==> src/hw/sts_pkg.sv <==
package sts_pkg;
   // Command word field positions
   localparam int unsigned   FUNC_MSB    = 15;
   localparam int unsigned   FUNC_LSB    = 12;
   localparam int unsigned   AREA_MSB    = 11;
   localparam int unsigned   AREA_LSB    = 8;
   localparam int unsigned   BLK_MSB     = 7;
   localparam int unsigned   BLK_LSB     = 0;
   // Function numbers
   localparam logic [3:0]    FUNC_SET    = 4'h1;
   localparam logic [3:0]    FUNC_GET    = 4'h2;
   // Memory area types
   localparam logic [3:0]    AREA_ORD    = 4'h1;
   localparam logic [3:0]    AREA_EXT    = 4'h2;
   localparam logic [3:0]    AREA_PRI    = 4'h3;
   localparam logic [3:0]    AREA_SEC    = 4'h4;
   // Limits on block number, index and block length
   localparam logic [7:0]    BLK_MIN     = 8'h03;
   localparam logic [15:0]   IDX_MAX_BLK = 16'h07FC;
   localparam logic [15:0]   IDX_MAX_PRI = 16'h00F8;
   localparam logic [15:0]   IDX_MAX_SEC = 16'h03F8;
   localparam logic [15:0]   BLK_LEN_MIN = 16'h0005;
   // Offset of the low byte lane in a flag area
   localparam logic [15:0]   LO_LANE_OFS = 16'h0004;
   localparam logic [1:0]    LAST_WORD   = 2'h3;
   // Error identifiers and sub-codes
   localparam logic [15:0]   ERR_MISSING = 16'h1A07;
   localparam logic [15:0]   ERR_PARAM   = 16'h1A4C;
   localparam logic [15:0]   SUB_NONE    = 16'h0000;
   localparam logic [15:0]   SUB_FUNC    = 16'h0001;
   localparam logic [15:0]   SUB_AREA    = 16'h0100;
   localparam logic [15:0]   SUB_BLOCK   = 16'h0101;
   localparam logic [15:0]   SUB_INDEX   = 16'h0102;
   localparam logic [15:0]   SUB_LEN     = 16'h0103;
   localparam logic [15:0]   SUB_YEAR    = 16'h0201;
   localparam logic [15:0]   SUB_MONTH   = 16'h0202;
   localparam logic [15:0]   SUB_DAY     = 16'h0203;
   localparam logic [15:0]   SUB_WDAY    = 16'h0204;
   localparam logic [15:0]   SUB_HOUR    = 16'h0205;
   localparam logic [15:0]   SUB_MIN     = 16'h0206;
   localparam logic [15:0]   SUB_SEC     = 16'h0207;
   localparam logic [15:0]   SUB_HUND    = 16'h0208;
   localparam logic [15:0]   SUB_NIB     = 16'h0209;
   localparam logic [15:0]   SUB_FMT     = 16'h020A;
   // BCD value limits
   localparam logic [7:0]    BCD_ZERO    = 8'h00;
   localparam logic [7:0]    BCD_ONE     = 8'h01;
   localparam logic [7:0]    SEC_MAX     = 8'h59;
   localparam logic [7:0]    H24_MAX     = 8'h23;
   localparam logic [7:0]    H12_MAX     = 8'h12;
   localparam logic [7:0]    MONTH_MAX   = 8'h12;
   localparam logic [7:0]    YEAR_MAX    = 8'h99;
   localparam logic [7:0]    WDAY_MAX    = 8'h06;
endpackage : sts_pkg

==> src/hw/sts_field_check.sv <==
module sts_field_check (
   input  wire logic [63:0] fieldWords,
   input  wire logic        isWrite,
   input  wire logic        cfgFmt24,
   output logic [15:0]      subCode
);
   import sts_pkg::*;

   // True when both nibbles are decimal and the value lies in range
   function automatic logic bcdIn(input logic [7:0] b, input logic [7:0] lo, input logic [7:0] hi);
      bcdIn = (b[7:4] <= 4'h9) && (b[3:0] <= 4'h9) && (b >= lo) && (b <= hi);
   endfunction : bcdIn

   // Two-digit BCD year divisible by four
   function automatic logic leapYear(input logic [7:0] y);
      if (y[4]) leapYear = (y[3:0] == 4'h2) || (y[3:0] == 4'h6);
      else leapYear = (y[3:0] == 4'h0) || (y[3:0] == 4'h4) || (y[3:0] == 4'h8);
   endfunction : leapYear

   // Last legal day of a month, in BCD
   function automatic logic [7:0] monthDays(input logic [7:0] m, input logic leap);
      case (m)
         8'h02: monthDays = leap ? 8'h29 : 8'h28;
         8'h04, 8'h06, 8'h09, 8'h11: monthDays = 8'h30;
         default: monthDays = 8'h31;
      endcase
   endfunction : monthDays

   // Field split of the four words, word 1 in the low bits
   logic [7:0] secs, hund, mins, hours, day, wday, year, month;
   logic       fmt24, pmSel;
   assign secs  = fieldWords[15:8];
   assign hund  = fieldWords[7:0];
   assign fmt24 = fieldWords[31];
   assign pmSel = fieldWords[30];
   assign hours = {2'b00, fieldWords[29:24]};
   assign mins  = fieldWords[23:16];
   assign day   = fieldWords[47:40];
   assign wday  = {4'h0, fieldWords[39:36]};
   assign year  = fieldWords[63:56];
   assign month = fieldWords[55:48];

   // First failing field wins, in the order of the sub-codes
   always_comb begin
      subCode = SUB_NONE;
      if (!bcdIn(year, BCD_ZERO, YEAR_MAX)) subCode = SUB_YEAR;
      else if (!bcdIn(month, BCD_ONE, MONTH_MAX)) subCode = SUB_MONTH;
      else if (!bcdIn(day, BCD_ONE, monthDays(month, leapYear(year)))) subCode = SUB_DAY;
      else if (!bcdIn(wday, BCD_ZERO, WDAY_MAX)) subCode = SUB_WDAY;
      // 24-hour mode forbids the afternoon bit; 12-hour counts 01 to 12
      else if (fmt24 ? (pmSel || !bcdIn(hours, BCD_ZERO, H24_MAX))
                     : !bcdIn(hours, BCD_ONE, H12_MAX)) subCode = SUB_HOUR;
      else if (!bcdIn(mins, BCD_ZERO, SEC_MAX)) subCode = SUB_MIN;
      else if (!bcdIn(secs, BCD_ZERO, SEC_MAX)) subCode = SUB_SEC;
      else if (isWrite && (hund != BCD_ZERO)) subCode = SUB_HUND;
      else if (isWrite && (fieldWords[35:32] != 4'h0)) subCode = SUB_NIB;
      else if (fmt24 != cfgFmt24) subCode = SUB_FMT;
   end
endmodule : sts_field_check

==> src/hw/sts_mem_port.sv <==
module sts_mem_port (
   input  wire logic        ref_clk,
   input  wire logic        srst,
   input  wire logic        go,
   input  wire logic        isWrite,
   input  wire logic        isFlag,
   input  wire logic [15:0] hiAddr,
   input  wire logic [15:0] loAddr,
   input  wire logic [15:0] wrWord,
   input  wire logic        memRdValid,
   input  wire logic [15:0] memRdData,
   output logic             memRd,
   output logic             memWr,
   output logic             memByte,
   output logic [15:0]      memAddr,
   output logic [15:0]      memWrData,
   output logic             done,
   output logic [15:0]      rdWord
);
   import sts_pkg::*;

   typedef enum logic [3:0] {
      MP_IDLE  = 4'b0001,
      MP_HWAIT = 4'b0010,
      MP_LREQ  = 4'b0100,
      MP_LWAIT = 4'b1000
   } sts_mp_e;

   typedef struct packed {
      sts_mp_e     state;  // Access sequencer
      logic        rd;     // Read strobe
      logic        wr;     // Write strobe
      logic        bmode;  // Byte access into a flag area
      logic [15:0] addr;   // Word or byte address
      logic [15:0] wdata;  // Write data
      logic [15:0] word;   // Assembled read word
      logic        done;   // One word finished
   } sts_mp_s;

   localparam sts_mp_s MP_RST = '{state: MP_IDLE, default: '0};

   sts_mp_s r, nx;

   // A flag word is two byte accesses, high lane first
   always_comb begin
      nx      = r;
      nx.rd   = 1'b0;
      nx.wr   = 1'b0;
      nx.done = 1'b0;
      case (r.state)
         MP_IDLE: begin
            if (go) begin
               nx.addr  = hiAddr;
               nx.bmode = isFlag;
               nx.wdata = isFlag ? {8'h00, wrWord[15:8]} : wrWord;
               nx.rd    = !isWrite;
               nx.wr    = isWrite;
               if (!isWrite) nx.state = MP_HWAIT;
               else if (isFlag) nx.state = MP_LREQ;
               else nx.done = 1'b1;
            end
         end
         MP_HWAIT: begin
            if (memRdValid) begin
               if (r.bmode) begin
                  nx.word[15:8] = memRdData[7:0];
                  nx.state      = MP_LREQ;
               end else begin
                  nx.word  = memRdData;
                  nx.done  = 1'b1;
                  nx.state = MP_IDLE;
               end
            end
         end
         MP_LREQ: begin
            // Low lane sits four bytes above the high lane
            nx.addr  = loAddr;
            nx.wdata = {8'h00, wrWord[7:0]};
            nx.rd    = !isWrite;
            nx.wr    = isWrite;
            if (isWrite) begin
               nx.done  = 1'b1;
               nx.state = MP_IDLE;
            end else nx.state = MP_LWAIT;
         end
         MP_LWAIT: begin
            if (memRdValid) begin
               nx.word[7:0] = memRdData[7:0];
               nx.done      = 1'b1;
               nx.state     = MP_IDLE;
            end
         end
         default: nx = MP_RST;
      endcase
   end

   // State register
   always_ff @(posedge ref_clk) begin
      if (srst) r <= MP_RST;
      else r <= nx;
   end

   assign memRd     = r.rd;
   assign memWr     = r.wr;
   assign memByte   = r.bmode;
   assign memAddr   = r.addr;
   assign memWrData = r.wdata;
   assign done      = r.done;
   assign rdWord    = r.word;
endmodule : sts_mem_port

==> src/hw/sts_time_decoder.sv <==
module sts_time_decoder (
   input  wire logic        ref_clk,
   input  wire logic        srst,
   input  wire logic        reqStart,
   input  wire logic [15:0] requestCommandWord,
   input  wire logic [15:0] startWordIndex,
   input  wire logic        blockPresent,
   input  wire logic [15:0] blockLength,
   input  wire logic        alarmFmt24,
   input  wire logic        missingHandlerLoaded,
   input  wire logic        paramHandlerLoaded,
   input  wire logic [63:0] timeNow,
   input  wire logic        memRdValid,
   input  wire logic [15:0] memRdData,
   output logic             busy,
   output logic             opDone,
   output logic             clearFlags,
   output logic             accuLoad,
   output logic [15:0]      accu1Value,
   output logic [15:0]      accu2Value,
   output logic             missingBlockHandler,
   output logic             parameterErrorHandler,
   output logic             stopMode,
   output logic             timeSetStrobe,
   output logic [63:0]      timeSetValue,
   output logic [3:0]       memArea,
   output logic [7:0]       memBlock,
   output logic             memRd,
   output logic             memWr,
   output logic             memByte,
   output logic [15:0]      memAddr,
   output logic [15:0]      memWrData
);
   import sts_pkg::*;

   typedef enum logic [6:0] {
      ST_IDLE    = 7'b0000001,
      ST_DECODE  = 7'b0000010,
      ST_XFER    = 7'b0000100,
      ST_XWAIT   = 7'b0001000,
      ST_FIELD   = 7'b0010000,
      ST_SUCCESS = 7'b0100000,
      ST_ERROR   = 7'b1000000
   } sts_state_e;

   typedef struct packed {
      sts_state_e       state;  // Request sequencer
      logic [15:0]      cmd;    // Captured command word
      logic [15:0]      idx;    // Captured start-word index
      logic [1:0]       wn;     // Field word being moved
      logic [3:0][15:0] words;  // Time field, word 1 at index 0
      logic [15:0]      code;   // Pending error identifier
      logic [15:0]      sub;    // Pending sub-code
      logic             go;     // Start one word on the memory port
      logic             busy;   // Request in progress
      logic             done;   // Request finished
      logic             clr;    // Clear the three condition flags
      logic             aload;  // Accumulators loaded
      logic [15:0]      accu1;  // Low accumulator image
      logic [15:0]      accu2;  // Second accumulator image
      logic             missH;  // Missing-block handler call
      logic             parH;   // Parameter-error handler call
      logic             stop;   // Stop mode, held until reset
      logic             tset;   // Load the clock from the field
   } sts_core_s;

   localparam sts_core_s CORE_RST = '{state: ST_IDLE, default: '0};

   // Highest legal start index for an area type
   function automatic logic [15:0] idxMax(input logic [3:0] area);
      case (area)
         AREA_ORD, AREA_EXT: idxMax = IDX_MAX_BLK;
         AREA_PRI: idxMax = IDX_MAX_PRI;
         default: idxMax = IDX_MAX_SEC;
      endcase
   endfunction : idxMax

   // Command checks that need no outside answer, first failure wins
   function automatic logic [15:0] cmdSub(input logic [15:0] c, input logic [15:0] x);
      logic [3:0] fnc;
      logic [3:0] area;
      logic       blkArea;
      fnc     = c[FUNC_MSB:FUNC_LSB];
      area    = c[AREA_MSB:AREA_LSB];
      blkArea = (area == AREA_ORD) || (area == AREA_EXT);
      if ((fnc != FUNC_SET) && (fnc != FUNC_GET)) cmdSub = SUB_FUNC;
      else if ((area < AREA_ORD) || (area > AREA_SEC)) cmdSub = SUB_AREA;
      else if (blkArea && (c[BLK_MSB:BLK_LSB] < BLK_MIN)) cmdSub = SUB_BLOCK;
      else if (x > idxMax(area)) cmdSub = SUB_INDEX;
      else cmdSub = SUB_NONE;
   endfunction : cmdSub

   sts_core_s   r, nx;
   logic [3:0]  areaNow;     // Area type of the captured request
   logic        blkArea;     // Data block area, block number matters
   logic        isFlag;      // Flag area, byte-wide accesses
   logic        isGet;       // Read request: clock into memory
   logic [15:0] decodeSub;   // Command check result
   logic [15:0] fieldSub;    // Time field check result
   logic [15:0] hiAddr;      // Word address or high-lane byte
   logic [15:0] loAddr;      // Low-lane byte in a flag area
   logic        mpDone;      // Memory port finished a word
   logic [15:0] mpWord;      // Word fetched by the memory port

   assign areaNow   = r.cmd[AREA_MSB:AREA_LSB];
   assign blkArea   = (areaNow == AREA_ORD) || (areaNow == AREA_EXT);
   assign isFlag    = (areaNow == AREA_PRI) || (areaNow == AREA_SEC);
   assign isGet     = r.cmd[FUNC_MSB:FUNC_LSB] == FUNC_GET;
   assign decodeSub = cmdSub(r.cmd, r.idx);
   assign hiAddr    = r.idx + {14'h0000, r.wn};
   assign loAddr    = hiAddr + LO_LANE_OFS;

   // Field checks see the words fetched from memory
   sts_field_check u_check (
      .fieldWords (r.words),
      .isWrite    (!isGet),
      .cfgFmt24   (alarmFmt24),
      .subCode    (fieldSub)
   );

   // Moves one field word per go, split into bytes for flag areas
   sts_mem_port u_port (
      .ref_clk    (ref_clk),
      .srst       (srst),
      .go         (r.go),
      .isWrite    (isGet),
      .isFlag     (isFlag),
      .hiAddr     (hiAddr),
      .loAddr     (loAddr),
      .wrWord     (r.words[r.wn]),
      .memRdValid (memRdValid),
      .memRdData  (memRdData),
      .memRd      (memRd),
      .memWr      (memWr),
      .memByte    (memByte),
      .memAddr    (memAddr),
      .memWrData  (memWrData),
      .done       (mpDone),
      .rdWord     (mpWord)
   );

   // Request sequencer; pulses default low every cycle
   always_comb begin
      nx       = r;
      nx.go    = 1'b0;
      nx.done  = 1'b0;
      nx.clr   = 1'b0;
      nx.aload = 1'b0;
      nx.missH = 1'b0;
      nx.parH  = 1'b0;
      nx.tset  = 1'b0;
      case (r.state)
         ST_IDLE: begin
            // A stopped processor takes no more requests
            if (reqStart && !r.stop) begin
               nx.cmd   = requestCommandWord;
               nx.idx   = startWordIndex;
               nx.busy  = 1'b1;
               nx.state = ST_DECODE;
            end
         end
         ST_DECODE: begin
            nx.wn    = 2'h0;
            nx.code  = ERR_PARAM;
            nx.sub   = decodeSub;
            nx.state = ST_ERROR;
            if (decodeSub == SUB_NONE) begin
               if (blkArea && !blockPresent) begin
                  nx.code = ERR_MISSING;
                  nx.sub  = SUB_NONE;
               end else if (blkArea && (blockLength < BLK_LEN_MIN)) begin
                  nx.sub = SUB_LEN;
               end else begin
                  nx.state = ST_XFER;
                  // Snapshot so the stored words form one consistent time
                  if (isGet) nx.words = timeNow;
               end
            end
         end
         ST_XFER: begin
            nx.go    = 1'b1;
            nx.state = ST_XWAIT;
         end
         ST_XWAIT: begin
            if (mpDone) begin
               if (!isGet) nx.words[r.wn] = mpWord;
               if (r.wn == LAST_WORD) nx.state = isGet ? ST_SUCCESS : ST_FIELD;
               else begin
                  nx.wn    = r.wn + 2'h1;
                  nx.state = ST_XFER;
               end
            end
         end
         ST_FIELD: begin
            // Clock is loaded only once the whole field has passed
            if (fieldSub != SUB_NONE) begin
               nx.code  = ERR_PARAM;
               nx.sub   = fieldSub;
               nx.state = ST_ERROR;
            end else begin
               nx.tset  = 1'b1;
               nx.state = ST_SUCCESS;
            end
         end
         ST_SUCCESS: begin
            // Accumulators untouched, only the three flags cleared
            nx.clr   = 1'b1;
            nx.done  = 1'b1;
            nx.busy  = 1'b0;
            nx.state = ST_IDLE;
         end
         ST_ERROR: begin
            nx.aload = 1'b1;
            nx.accu1 = r.code;
            nx.accu2 = r.sub;
            if (r.code == ERR_MISSING) begin
               if (missingHandlerLoaded) nx.missH = 1'b1;
               else nx.stop = 1'b1;
            end else begin
               if (paramHandlerLoaded) nx.parH = 1'b1;
               else nx.stop = 1'b1;
            end
            nx.done  = 1'b1;
            nx.busy  = 1'b0;
            nx.state = ST_IDLE;
         end
         default: nx = CORE_RST;
      endcase
   end

   // State register
   always_ff @(posedge ref_clk) begin
      if (srst) r <= CORE_RST;
      else r <= nx;
   end

   assign busy                  = r.busy;
   assign opDone                = r.done;
   assign clearFlags            = r.clr;
   assign accuLoad              = r.aload;
   assign accu1Value            = r.accu1;
   assign accu2Value            = r.accu2;
   assign missingBlockHandler   = r.missH;
   assign parameterErrorHandler = r.parH;
   assign stopMode              = r.stop;
   assign timeSetStrobe         = r.tset;
   assign timeSetValue          = r.words;
   assign memArea               = areaNow;
   assign memBlock              = r.cmd[BLK_MSB:BLK_LSB];
endmodule : sts_time_decoder

==> config.mk <==
export PLATFORM = sky130hd
export DESIGN_NAME = sts_time_decoder
export DESIGN_NICKNAME = d
export VERILOG_FILES = /design/src/hw/sts_pkg.sv /design/src/hw/sts_field_check.sv /design/src/hw/sts_mem_port.sv /design/src/hw/sts_time_decoder.sv
export SDC_FILE = /design/constraint.sdc
export NUM_CORES = 1
export LEC_CHECK = 0
export BUFFER_PORTS_ARGS = -buffer_cell sky130_fd_sc_hd__buf_2
export CORE_AREA = 2 2 171 173
export DETAILED_ROUTE_END_ITERATION = 6
export DIE_AREA = 0 0 173 175
export PLACE_DENSITY = 0.63
export SLEW_MARGIN = 20
export SYNTH_ARGS = -nofsm -noshare
export SYNTH_HDL_FRONTEND = slang
export SYNTH_SLANG_ARGS = --single-unit
export TNS_END_PERCENT = 5
==> constraint.sdc <==
create_clock -name ref_clk -period 5.19 [get_ports ref_clk]
set_clock_uncertainty 0.1 [all_clocks]
set_input_delay 0.519 -clock ref_clk [delete_from_list [all_inputs] [get_ports ref_clk]]
set_output_delay 0.519 -clock ref_clk [all_outputs]
set_load 0.01 [all_outputs]
======== Word-level counts from Yosys, hierarchy flattened ========
Index checks and enable logic that the tools add are counted.
word-level totals
  input bits .............................. 136
  RAM bits ................................ 0
  latch bits .............................. 0
  bits in read-only memories .............. 0
  output and inout bits ................... 151
  memories kept ........................... 0
  register bits ........................... 234
  word-level logic and storage cells ...... 288
cells by class
  equality and inequality tests ........... 46
  multiply operators ...................... 0
  bitwise logic cells ..................... 10
  muxes and demuxes ....................... 91
  shift operators ......................... 0
  divide/modulo/power cells ............... 0
  reduce and logical (&&, ||, !) cells .... 72
  $add $sub $neg .......................... 3
  order comparisons ....................... 36
operators with widths
  operator                                                                count
  16-bit 2-to-1 mux                                                       17
  64-bit 2-to-1 mux                                                       4
  66-bit one-hot mux with 3 select lines                                  1
  32-bit one-hot mux with 3 select lines                                  2
  96-bit 2-to-1 mux                                                       1
  39-bit 2-to-1 mux                                                       2
  36-bit one-hot mux with 2 select lines                                  1
  66-bit 2-to-1 mux                                                       1
  64-bit bitwise mux                                                      1
  32-bit one-hot mux with 2 select lines                                  1
  9-bit 2-to-1 mux                                                        6
  4-bit <= comparator (second input constant)                             12
  7-bit 2-to-1 mux                                                        6
  8-bit by 1-bit >= comparator with 1-bit output (second input constant)  5
  7-bit one-hot mux with 5 select lines                                   1
  16-bit binary-select mux with 2-bit select                              1
  16-bit demux with 2-bit select                                          1
  32-bit 2-to-1 mux                                                       1
  8-bit one-hot mux with 2 select lines                                   2
  1-bit logical AND                                                       30
  8-bit 2-to-1 mux                                                        3
  2-bit != test (second input constant)                                   12
  8-bit one-hot mux with 3 select lines                                   1
  11-bit one-hot mux with 2 select lines                                  1
  71 further kinds                                                        145

======== Longest topological paths before layout ========
Gate-level depths: netlist of the first run.
  word-level depth ........................ 18
  mapped depth ............................ 14
  mapped depth without buffers ............ 11

======== By module ========
A second synthesis of the first run with hierarchy kept.
unflattened totals
  cell total of the unflattened synthesis .. 1,692
  area, all modules ....................... 14,000.9 um^2
modules (own cells, without submodules)
  module            times used  cells an instance  seq. area each (um^2)  area each (um^2)
  sts_time_decoder  1           1,301              3,042.9                10,578.9
  sts_mem_port      1           307                1,121.1                2,856.5
  sts_field_check   1           84                 0.0                    565.5

======== Worst setup path before layout of the first run ========
OpenSTA, ideal clock, no wires.
  path kind ............................... register to register
  start ................................... reg r, in the netlist timeSetValue[51]
  end ..................................... reg r[42] (netlist bit)
  buffers on the path ..................... 1
  cell stages (with the launch flop) ...... 12
  clock period less this slack ............ 3.328 ns
  arrival ................................. 3.101 ns
  required time ........................... 4.962 ns
  path slack .............................. 1.862 ns
  library setup time ...................... 0.128 ns
  path through ............................ dfxtp_1 > clkbuf_1 > or4b_2 > or3_1 > o22a_1 > ha_1 > a32o_1 > a21oi_1 > nor3_1 > a41o_2 > a222oi_1 > nor2_1
on the way
  cells in the longest elaborated chain, start to end .. 13
  elaborated cells on any way between the ends .. 25
  those cells by class .................... order compare (4); eq/ne (6); mux (8); reduce/logical (7)
ends and longest elaborated chain
  element                                                           RTL line                 text
  from (decl)                                                       sts_time_decoder.sv:93   sts_core_s r, nx;
  from (signal assigned)                                            sts_time_decoder.sv:234  else r <= nx;
  8-bit by 3-bit == test with 1-bit output (tied with other cells)  sts_field_check.sv:22    case (m)
  4-bit OR reduction                                                sts_field_check.sv:22
  8-bit one-hot mux with 2 select lines                             sts_field_check.sv:22
  8-bit 2-to-1 mux                                                  sts_field_check.sv:47    else if (!bcdIn(month, BCD_ONE, MONTH_MAX)) subCode = SUB_MONTH;
  8-bit 2-to-1 mux                                                  sts_field_check.sv:46    if (!bcdIn(year, BCD_ZERO, YEAR_MAX)) subCode = SUB_YEAR;
  8-bit <= comparator                                               sts_field_check.sv:11    bcdIn = (b[7:4] <= 4'h9) && (b[3:0] <= 4'h9) && (b >= lo) && (b <= hi);
  1-bit logical AND                                                 sts_field_check.sv:11
  16-bit 2-to-1 mux                                                 sts_field_check.sv:48    else if (!bcdIn(day, BCD_ONE, monthDays(month, leapYear(year)))) subCode = SUB_DAY;
  16-bit 2-to-1 mux *                                               sts_field_check.sv:47
  16-bit 2-to-1 mux *                                               sts_field_check.sv:46
  16-bit nonzero test                                               sts_time_decoder.sv:196  if (fieldSub != SUB_NONE) begin
  2-bit != test (no source line)                                    n/a
  2-bit AND reduction (no source line)                              n/a
Mark *: on every way between the ends. The rest lies on a longest branch, timed or not. The select of a mux whose other input is x is not followed.
A chain may end at the register's enable or synchronous reset.

======== Final worst setup path of the first run ========
  start ................................... reg r, in the netlist memArea[0]
  end ..................................... reg r, in the netlist timeSetValue[1]
on the way
  cells in the longest elaborated chain, start to end .. 14
  elaborated cells on any way between the ends .. 25
  those cells by class .................... order compare (3); eq/ne (6); mux (8); reduce/logical (8)
ends and longest elaborated chain
  element                                                                                               RTL line                                                                 text
  4-bit by 1-bit == test with 1-bit output or 4-bit by 2-bit == test with 1-bit output (tied branches)  sts_time_decoder.sv:71, sts_time_decoder.sv:85, sts_time_decoder.sv:106
  2-bit OR reduction                                                                                    sts_time_decoder.sv:71                                                   case (area)
  11-bit one-hot mux with 2 select lines                                                                sts_time_decoder.sv:71
  16-bit 2-to-1 mux                                                                                     sts_time_decoder.sv:88                                                   else if (blkArea && (c[BLK_MSB:BLK_LSB] < BLK_MIN)) cmdSub = SUB_BLOCK;
  16-bit 2-to-1 mux                                                                                     sts_time_decoder.sv:87                                                   else if ((area < AREA_ORD) || (area > AREA_SEC)) cmdSub = SUB_AREA;
  16-bit 2-to-1 mux                                                                                     sts_time_decoder.sv:86                                                   if ((fnc != FUNC_SET) && (fnc != FUNC_GET)) cmdSub = SUB_FUNC;
  16-bit greater-than comparator                                                                        sts_time_decoder.sv:89                                                   else if (x > idxMax(area)) cmdSub = SUB_INDEX;
  9-bit 2-to-1 mux                                                                                      sts_time_decoder.sv:89
  9-bit 2-to-1 mux                                                                                      sts_time_decoder.sv:88
  9-bit 2-to-1 mux                                                                                      sts_time_decoder.sv:87
  9-bit 2-to-1 mux                                                                                      sts_time_decoder.sv:86
  16-bit logical NOT                                                                                    sts_time_decoder.sv:167                                                  if (decodeSub == SUB_NONE) begin
  2-bit != test (no source line)                                                                        n/a
  7-bit AND reduction (no source line) *                                                                n/a
Marked as above.

==> results by group, run 1 <==
Run status
  • Run status: complete, no violations

Die
  • Chip Height: between 150 and 200 microns
  • Effective utilization at floorplan: 43.26%
  • Cell row count: between 60 and 70
  • Die X: around 170 microns
  • Die area: roughly 0.03 sq mm
  • I/O pins: around 290
  • Core Footprint: between 0.02 and 0.03 sq mm

Global route
  • Largest net degree at the start of global routing: 117
  • Antenna violations before repair: 0
  • Remaining global-route overflow: 0
  • Number of global-route vias before repair: ~11000
  • Wire length of the first global-routing pass: 61.93 mm
  • Total Routing Usage GR: 26.06%

Timing
  • Slew margin rel.: between 20% and 30%
  • Min Hold Slack: about 0.23 ns
  • Hold Fails Final Rpt: 0
  • RSZ-0062 raised after global routing: no
  • Final TNS setup: 0 ns
  • Finish-stage setup viols: 0
  • Peak Freq: ~0.24 GHz
  • Slew @ Worst Pin: between 1 and 1.5 ns
  • Tmin final: 4.150 ns
  • Period utilisation layout: between 70% and 80%
  • Max Transition Viols Final: 0

Clocking
  • CTS tree: done
  • Clock sinks: 188
  • Clock latency on the worst-skew pair: between 0.4 and 0.5 ns
  • # Post-CTS Setup Buffers: 0
  • H-tree level count: 4
  • Clock root buffer master: clkbuf_16
  • Longest Clk Path Bufs: 2
  • Post-CTS sizing: 0
  • Hold buffers post-CTS: 0
  • CTS buffer count: 17
  • Clock Pin Slew Worst Setup and Hold Paths: about 0.07 ns

Pwr
  • Switching Share: around two fifths
  • Sw power: 1.882 mW
  • Leakage power: between 5 and 6 nW
  • Worst vdd ir: approximately 0.20 mV
  • Pwr dens: 359.3 mW/mm^2
  • Pint: roughly 2.9 mW
  • Sequential share of power: 40.8%
  • Logic pwr share: 31.6%
  • Clk pwr share: between 20% and 30%

Drt
  • # DRC: 0
  • Post-route ant nets: 0
  • Via Count: 11650
  • DRT Pass-1 Iters: 5
  • Vias per cell: between 5 and 6
  • DR iter-0 viols: 1283
  • WL/cell: about 21 microns
  • Wirelength, routed: 41.09 mm

Critical path
  • Reg2reg setup slack: approximately 1.0 ns
  • Critical Path Sink Type: register
  • Reg2reg path depth: 13
  • WP data arrival: around 4.4 ns
  • Critical path class: register to register
  • Worst Setup Start Kind: register
  • Reg-to-Reg Start: memArea[0]
  • CP Max Fanout: 30
  • R2r endpoint: timeSetValue[1]
  • CP startpoint: memArea[0]
  • CP required: 5.43 ns

Logic synthesis
  • Synth unique cells: 83
  • Yosys warnings: 0
  • Cells after Synth: between 1500 and 2000
  • Syn Area/Cell: between 8 and 9 sq um
  • EDFF count, synth: 0
  • Fraction of registers with async set/reset: 0%
  • Post-synthesis cell area: 0.01228 sq mm
  • Seq/Total Area, Yosys: around 30%
  • Top FF cell, synth: dfxtp_1
  • Synthesized flop and latch total: 188

Placed design
  • DP HPWL: 29.47 mm
  • Gpl congestion: roughly 0.95
  • IO buf count: approximately 270

Cells and area
  • Core Util, Final: 46.74%
  • Share of layout cells above drive strength 1: between 20% and 30%
  • Synth-to-Final Area Change: 8.037%
  • Antenna Cells: 0
  • Filler cells: 2907
  • Layout Nets: between 1500 and 2000

Worst hold path
  • Hold wc startpoint: requestCommandWord[3]
  • Hold Crit Depth: 3
  • Hold endpoint: memBlock[3]
  • Hold Crit Class: primary input to register

Flow run
  • Max-Cap Viols: 0
stage by stage:
step	power (mW)	instance area, sq um	instances	setup slack (ns)
2_1_floorplan	3.066	12350	1522	1.862
3_3_place_gp	3.417	12680	1936	1.261
3_5_place_dp	3.446	12680	1936	1.077
4_1_cts	4.755	13260	1968	1.082
5_1_grt	5.003	13270	1968	0.7390
6_report	4.768	13270	1968	1.040
registers in the layout, summed over array words and instances, names as in the netlist, 3 cells and up:
register / count
accu1Value: 3
accu2Value: 6
memArea: 4
memBlock: 8
r: 39
timeSetValue: 64
u_port.memAddr: 16
u_port.memWrData: 16
u_port.r: 4
u_port.rdWord: 16
how the worst max path moves through the flow:
stage	to	cells past startpoint
after floorplan	r[42]	11
after global placement	timeSetValue[47]	13
after detailed placement	timeSetValue[1]	13
after CTS	timeSetValue[1]	13
after global routing	timeSetValue[7]	13
final	timeSetValue[1]	13
placed cells by master (no fill, tap or decap), types with 31 or more instances in the layout:
cell	count
dfxtp_1	188
nor3_1	31
nor2_1	225
a211oi_1	41
buf_2	267
nor4_1	56
a21oi_1	140
nand2_1	85
a22oi_1	39
nand3_1	49
mux2i_1	69
power by group through the flow:
stage | combinational [mW] | sequential, mW | clock, mW
2_1_floorplan | 1.28 | 1.78 | 0
3_3_place_gp | 1.46 | 1.96 | 0
3_5_place_dp | 1.48 | 1.96 | 0
4_1_cts | 1.49 | 1.93 | 1.33
5_1_grt | 1.65 | 1.96 | 1.40
6_report | 1.51 | 1.95 | 1.32
final cells by class:
cell class,instances,area (sq um),share of cell area [%]
Multi-Input combinational cell,1061,6913,52.09
Sequential cell,188,3764,28.36
Timing Repair Buffer,284,1468,11.06
Tap cell,384,480.5,3.621
Clock buffer,19,442.9,3.338
Clock inverter,13,131.4,0.9900
Inverter,19,71.32,0.5374
kinds of logic after synthesis:
logic type / after synthesis / synth area share, %
multiplexers: 93 / 9.290
AND/OR/NAND/NOR: 561 / 23.50
adder cells (fa/ha/maj): 15 / 1.548
buffers and inverters: 273 / 13.78
flip-flops: 188 / 30.64
other: 1 / 0.03053
AO/OA/AOI/OAI: 349 / 19.43
XOR/XNOR: 25 / 1.783
worst max-delay path, stage by stage (launching register included):
cell and delay [ns]:
dfxtp_1 0.37, xnor2_1 0.31, nand2b_1 0.27, inv_1 0.11, ha_1 0.27, or3b_1 0.33, a2111oi_0 0.34, o21bai_1 0.23
and2_1 0.17, buf_4 0.21, and2_2 0.44, buf_4 0.45, a211oi_1 0.15, nor4_1 0.29
routing by layer:
metal | share of wire [%] | wire length (microns) | GRT usage [%]
met1 | 42 | 17370 | 35.55
met2 | 44 | 18230 | 40.28
met3 | 9.5 | 3922 | 4.917
met4 | 3.8 | 1570 | 11.16
met5 | 0 | 0 | 0
synthesized netlist by cell type, types with 30 or more instances:
| cell | number | area share (%) |
|---|---|---|
| nor2_1 | 225 | 6.9 |
| nor3_1 | 32 | 1.3 |
| nand2_1 | 86 | 2.6 |
| nand3_1 | 49 | 2.0 |
| a22oi_1 | 39 | 2.4 |
| a21oi_1 | 140 | 5.7 |
| clkbuf_1 | 69 | 2.1 |
| mux2i_1 | 69 | 5.6 |
| o21ai_0 | 30 | 1.2 |
| nor4_1 | 56 | 2.9 |
| buf_4 | 143 | 8.7 |
| a211oi_1 | 41 | 2.5 |
| dfxtp_1 | 188 | 31 |
(Power assumes the default switching activity.)
==> run 2: changes to the inputs <==
--- a/config.mk
+++ b/config.mk
@@ -9,7 +9,7 @@
 export CORE_AREA = 2 2 171 173
 export DETAILED_ROUTE_END_ITERATION = 6
 export DIE_AREA = 0 0 173 175
-export PLACE_DENSITY = 0.63
+export PLACE_DENSITY = 0.66
 export SLEW_MARGIN = 20
 export SYNTH_ARGS = -nofsm -noshare
 export SYNTH_HDL_FRONTEND = slang
==> constraint.sdc (replaced) <==
create_clock -name ref_clk -period 3.8 [get_ports ref_clk]
set_clock_uncertainty 0.1 [all_clocks]
set_input_delay 0.38 -clock ref_clk [delete_from_list [all_inputs] [get_ports ref_clk]]
set_output_delay 0.38 -clock ref_clk [all_outputs]
set_load 0.01 [all_outputs]
==> run 2 against run 1 <==
Compared with the run above:
- core utilization grew 0.61 points
- register-to-register slack got worse by 0.81 ns
- critical path type unchanged
- die area did not move
- largest power group unchanged
- first-iteration DRC count down 9.7%
- hold slack worse by 0.13 ns
- cell area up 1.3%
- largest cell class unchanged
==> results by group, run 2 (synthesis gave the netlist of run 1 again) <==
Die
  • Cell row count: 62
  • Chip Height: 175 microns
  • Die X: ~170 microns
  • Die area: between 0.03 and 0.04 sq mm
  • Effective utilization at floorplan: between 40% and 50%
  • Core Footprint: 0.02839 sq mm
  • I/O pins: around 290

Timing
  • Max Transition Viols Final: 0
  • Period utilisation layout: 93.83%
  • Slew margin rel.: between 20 and 30%
  • Tmin final: about 3.6 ns
  • Finish-stage setup viols: 0
  • Slew @ Worst Pin: ~1.1 ns
  • Hold Fails Final Rpt: 0
  • RSZ-0062 raised after global routing: no
  • Final TNS setup: 0 ns
  • Min Hold Slack: roughly 0.091 ns
  • Peak Freq: approximately 0.28 GHz

Clocking
  • Clock sinks: ~190
  • Clock latency on the worst-skew pair: approximately 0.44 ns
  • Hold buffers post-CTS: 0
  • H-tree level count: 4
  • CTS tree: done
  • Clock Pin Slew Worst Setup and Hold Paths: approximately 0.090 ns
  • CTS buffer count: 17
  • Clock root buffer master: clkbuf_16
  • Longest Clk Path Bufs: 2

Drt
  • # DRC: 0
  • Vias per cell: just under 6
  • Post-route ant nets: 0
  • Wirelength, routed: 41.46 mm
  • WL/cell: ~21 microns
  • DR iter-0 viols: about 1200
  • Via Count: roughly 12000
  • DRT Pass-1 Iters: 5

Cells and area
  • Share of layout cells above drive strength 1: 26.13%
  • Post-route insts no fill: 1982
  • Largest register FFs: 64
  • Most frequent cells in the layout: buf_2 (267), nor2_1 (225), dfxtp_1 (186)
  • Commonest non-fill, non-tap cell in the layout: buf_2
  • Layout Nets: between 1500 and 2000
  • Core Util, Final: between 40% and 50%
  • Synth-to-Final Area Change: 9.443%

Pwr
  • Pwr dens: 489.9 mW/mm^2
  • Leakage power: approximately 5.3 nW
  • Worst vdd ir: 0.2917 mV
  • Pint: 3.954 mW
  • Total Power: about 6.6 mW
  • Sequential share of power: approximately two fifths
  • Sw power: between 2 and 3 mW
  • Logic pwr share: about a third
  • Clk pwr share: between 20% and 30%
  • Switching Share: roughly two fifths

Run status
  • Run status: complete, no violations

Global route
  • Antenna violations before repair: 3
  • Remaining global-route overflow: 0
  • Total Routing Usage GR: between 20% and 30%
  • Number of global-route vias before repair: roughly 11000
  • Largest net degree at the start of global routing: 90
  • Wire length of the first global-routing pass: around 62 mm

Critical path
  • Worst Setup Start Kind: register
  • CP required: approximately 4 ns
  • Critical Path Sink Type: register
  • CP Max Fanout: 9
  • Critical path class: register to register
  • WP data arrival: about 3.8 ns

Worst hold path
  • Hold Crit Class: primary input to register

Placed design
  • Placed Cells incl. Taps: 1945
  • Gpl congestion: approximately 0.95
  • DP HPWL: 29.45 mm
  • IO buf count: roughly 270

Flow run
  • Max-Cap Viols: 0
==> run 2: final timing paths <==
check | startpoint | to | slack [ns] | cells past startpoint
max | timeSetValue[51] | r[42] | 0.23 | 10
min | requestCommandWord[6] | memBlock[6] | 0.09 | 3
max reg2reg | timeSetValue[51] | r[42] | 0.23 | 10
min reg2reg | u_port.memWrData[1] | u_port.memWrData[1] | 0.35 | 2
==> run 2: what timing repair did <==
action,in CTS,in global routing
gates resized for setup,0,3
setup endpoints to repair,0,26
setup buffers,0,1
==> run 2: metal layers <==
| layer | track usage (%) | wire length (microns) | vias up |
|---|---|---|---|
| li1 | - | - | 5467 |
| met1 | 33.59 | 17040 | 5565 |
| met2 | 40.72 | 18870 | 622 |
| met3 | 7.006 | 4032 | 90 |
| met4 | 11.58 | 1508 | 2 |
| met5 | 0 | 7 | - |
==> run 2: worst max-delay path, stage by stage, from the launching register on <==
cell      delay, ns
dfxtp_1        0.42
or4b_2         0.66
or3_1          0.37
o22a_1         0.24
ha_1           0.27
a32o_1         0.27
a21oi_1        0.21
nor3_1         0.13
a41o_2         0.35
a222oi_1       0.35
nor2_1         0.06
==> run 2: area by class of cell <==
class                      count  area, sq um
fill                        2821        14950
multi-input combinational   1061         6905
sequential                   188         3766
timing repair buffer         296         1643
tap                          384        480.5
clock buffer                  19        452.9
clock inverter                13        118.9
inverter                      19        71.32
antenna                        2        5.005
==> run 2: power groups by stage <==
stage	Combinational [mW]	Sequential (mW)	Clock, mW
after global routing	2.34	2.66	1.91
after detailed placement	2.07	2.66	0
after CTS	2.08	2.62	1.82
after global placement	2.03	2.65	0
final	2.14	2.64	1.80
after floorplan	1.75	2.44	0
==> run 2: per-stage QoR <==
step                area (sq um)  setup slack, ns
floorplan                  12350           0.4717
global placement           12790           0.3137
detailed placement         12790           0.2495
CTS                        13360           0.2116
global route               13440          0.02611
finish                     13440           0.2344
==> run 3: changes to the inputs <==
--- a/config.mk
+++ b/config.mk
@@ -6,12 +6,14 @@
 export NUM_CORES = 1
 export LEC_CHECK = 0
 export BUFFER_PORTS_ARGS = -buffer_cell sky130_fd_sc_hd__buf_2
-export CORE_AREA = 2 2 171 173
+export CORE_AREA = 2 2 182 184
+export CTS_BUF_LIST = sky130_fd_sc_hd__clkbuf_2 sky130_fd_sc_hd__clkbuf_4 sky130_fd_sc_hd__clkbuf_8
 export DETAILED_ROUTE_END_ITERATION = 6
-export DIE_AREA = 0 0 173 175
-export PLACE_DENSITY = 0.66
+export DIE_AREA = 0 0 184 186
+export PLACE_DENSITY = 0.65
 export SLEW_MARGIN = 20
 export SYNTH_ARGS = -nofsm -noshare
 export SYNTH_HDL_FRONTEND = slang
+export SYNTH_HIERARCHICAL = 1
 export SYNTH_SLANG_ARGS = --single-unit
 export TNS_END_PERCENT = 5
==> run 3 against run 2 <==
Compared with the run above:
- hold slack got worse by 0.067 ns
- power fell by 15%
- sequential share of layout area fell by 1.6 points
- final cell count rose by 13%
- via count rose by 11%
- maximum frequency fell by 3.4%
- global-route usage barely moved
- combinational power fell by 54%
- count of clock-buffer cells in the layout rose by 43
- area after synthesis rose by 14%
- first-iteration DRC count fell by 1.9%
==> results by group, run 3 <==
Run status
  • Run status: complete, no violations

Logic synthesis
  • EDFF count, synth: 0
  • Seq/Total Area, Yosys: roughly 30%
  • Syn Area/Cell: between 8 and 9 sq um
  • Synth top cells by count: dfxtp_1 (208), buf_4 (170), nor2_1 (170)
  • Largest area contributor in the netlist: dfxtp_1
  • Synth area leaders: dfxtp_1 (30%), mux2i_1 (11%), buf_4 (9.1%), nor2_1 (4.6%), a21oi_1 (4.2%)
  • Synthesized flop and latch total: 208
  • Post-synthesis cell area: 0.01400 sq mm
  • Yosys top cell area share: a little under 30%
  • Fraction of registers with async set/reset: 0%
  • Cells after Synth: between 1500 and 2000
  • Yosys warnings: 6
  • Most common cell in the netlist: dfxtp_1
  • Top FF cell, synth: dfxtp_1
  • Synth unique cells: between 70 and 80

Clocking
  • Clock Pin Slew Worst Setup and Hold Paths: 0.06 ns
  • CTS tree: done
  • H-tree level count: 2
  • Longest Clk Path Bufs: 3
  • Clock sinks: approximately 210
  • Clock root buffer master: clkbuf_8
  • CTS buffer count: 39
  • # Post-CTS Setup Buffers: 0
  • Clock latency on the worst-skew pair: 0.54 ns

Drt
  • WL/cell: between 20 and 25 microns
  • Via Count: around 13000
  • Vias per cell: just under 6
  • DR iter-0 viols: around 1100
  • Post-route ant nets: 0
  • # DRC: 0
  • Wirelength, routed: 46.40 mm
  • DRT Pass-1 Iters: 7

Cells and area
  • Most frequent cells in the layout: buf_2 (277), dfxtp_1 (205), nor2_1 (170)
  • Layout Nets: about 1900
  • Antenna Cells: 0
  • Synth-to-Final Area Change: 12.58%
  • Filler cells: approximately 3100
  • Share of layout cells above drive strength 1: roughly a quarter
  • Commonest non-fill, non-tap cell in the layout: buf_2
  • Largest register FFs: 64

Placed design
  • DP HPWL: between 30 and 40 mm
  • DP Worst Slack: ~0.0048 ns
  • Gpl congestion: ~0.91
  • IO buf count: approximately 280

Timing
  • Min Hold Slack: approximately 0.025 ns
  • Finish-stage setup viols: 0
  • Tmin final: 3.689 ns
  • Peak Freq: roughly 0.27 GHz
  • Max Transition Viols Final: 0
  • Slew margin rel.: around 29%
  • Hold Fails Final Rpt: 0
  • Period utilisation layout: between 90% and 100%
  • Slew @ Worst Pin: 1.071 ns
  • PnR worst setup slack: 0.1105 ns
  • RSZ-0062 raised after global routing: yes

Global route
  • Wire length of the first global-routing pass: between 60 and 70 mm
  • Largest net degree at the start of global routing: roughly 130
  • Remaining global-route overflow: 0
  • Total Routing Usage GR: between 20% and 30%
  • Number of global-route vias before repair: around 12000
  • Antenna violations before repair: 0

Die
  • I/O pins: about 290
  • Effective utilization at floorplan: 43.47%
  • Core Footprint: about 0.032 sq mm
  • Die area: between 0.03 and 0.04 sq mm
  • Die X: 184 microns
  • Cell row count: 66
  • Chip Height: about 190 microns

Critical path
  • Crit path cell chain: or3_4, ha_1, nor2b_1, nand4_1, or4_2, a211o_1, a2111o_2, buf_12, mux2i_2
  • Reg2reg path depth: 9
  • CP Max Fanout: between 60 and 70
  • CP startpoint: memArea[3]
  • Slowest stage delay, CP: 0.69 ns
  • Worst path bufs/invs: 1
  • R2r endpoint: timeSetValue[35]
  • Critical path class: register to register
  • Reg-to-Reg Start: memArea[3]
  • Cell count along the critical path: 9
  • CP max stage cell: or4_2
  • Worst Setup Start Kind: register
  • Reg2reg setup slack: roughly 0.11 ns
  • Critical Path Sink Type: register
  • WP data arrival: about 4.0 ns
  • Critical Path End: timeSetValue[35]
  • CP delay by family, top: simple AND/OR/NAND/NOR gates
  • CP required: approximately 4.1 ns

Worst hold path
  • Hold Crit Depth: 3
  • Hold Crit Class: primary input to register

Pwr
  • Leakage power: approximately 6.7 nW
  • Pwr dens: 355.1 mW/mm^2
  • Worst vdd ir: approximately 0.22 mV

Flow run
  • Max-Cap Viols: 0
run 3: changes by cell type in the layout (fill, tap and decap cells not counted), sizes merged, moves of 32 or more:
cell,previous run,this run
mux2i,69,148
dlygate4sd3,0,32
nand2b,17,73
nor2,225,170
a211oi,61,22
nor4,78,16
o21bai,2,68
o211ai,5,55
clkbuf,21,62
run 3: through the flow:
stage / util (%) / power (mW) / instance area, sq um / setup TNS [ns] / cells
floorplan: - / 3.034 / 14060 / 0 / 1709
global placement: 45.16 / 3.280 / 14550 / 0 / 2131
detailed placement: 45.16 / 3.294 / 14550 / 0 / 2131
CTS: 48.72 / 5.610 / 15690 / 0 / 2230
global route: 48.94 / 5.822 / 15760 / -0.01288 / 2230
finish: 48.94 / 5.597 / 15760 / 0 / 2230
run 3: cells by family (layout without fill, tap and decap cells):
logic type      after synthesis  count (layout)  synth area share (%)
other cells                   2              19               0.05364
compound gates              412             412                 20.50
flops                       208             208                 29.74
xor+xnor                     34              34                 2.127
simple gates                510             510                 18.05
buf+inv                     339             452                 14.33
mux                         172             172                 13.80
fa+ha+maj                    15              15                 1.394
run 3: worst register-to-register path: cells and delay by family (launching register included):
family,cells,cell delay (ns)
multiplexers,1,0.31
flip-flops,1,0.40
buffers and inverters,1,0.24
AO/OA/AOI/OAI,2,0.81
adder cells (fa/ha/maj),1,0.30
AND/OR/NAND/NOR,4,1.41
run 3: report_power, final:
| group | internal (mW) | switching, mW | leakage, nW | total [mW] |
|---|---|---|---|---|
| Clock | 1.32 | 0.974 | 0.442 | 2.30 |
| Combinational | 0.373 | 0.605 | 4.56 | 0.978 |
| Sequential | 2.25 | 0.0742 | 1.68 | 2.32 |
run 3: worst min-delay path by stage:
stage	from	end	slack [ns]
floorplan	u_port/rdWord[0]	u_port/rdWord[0]	0.33
global placement	r[170]	r[170]	0.34
detailed placement	r[51]	accu2Value[10]	0.35
CTS	requestCommandWord[11]	memArea[3]	0.003
global route	requestCommandWord[12]	r[167]	0.02
finish	requestCommandWord[11]	memArea[3]	0.02
run 3: cell type report:
cell class | instances | area, sq um | share of cell area (%)
Tap cell | 408 | 510.5 | 3.239
Clock inverter | 5 | 25.02 | 0.1588
Inverter | 30 | 112.6 | 0.7144
Multi-Input combinational cell | 1162 | 8019 | 50.87
Sequential cell | 208 | 4168 | 26.44
Clock buffer | 62 | 797.0 | 5.056
Timing Repair Buffer | 355 | 2131 | 13.52
run 3: timing repair:
| action | 4_1_cts | 5_1_grt |
|---|---|---|
| pin swaps | 0 | 4 |
| endpoints found under the hold margin | 32 | 0 |
| hold buffers | 32 | 0 |
| resized for setup | 1 | 17 |
| endpoints found under the setup margin | 1 | 90 |
run 3: routing by layer:
| layer | GRT usage (%) | wire length [microns] |
|---|---|---|
| met5 | 0 | 0 |
| met4 | 9.696 | 1593 |
| met3 | 4.833 | 3678 |
| met2 | 39.37 | 20430 |
| met1 | 36.67 | 20700 |
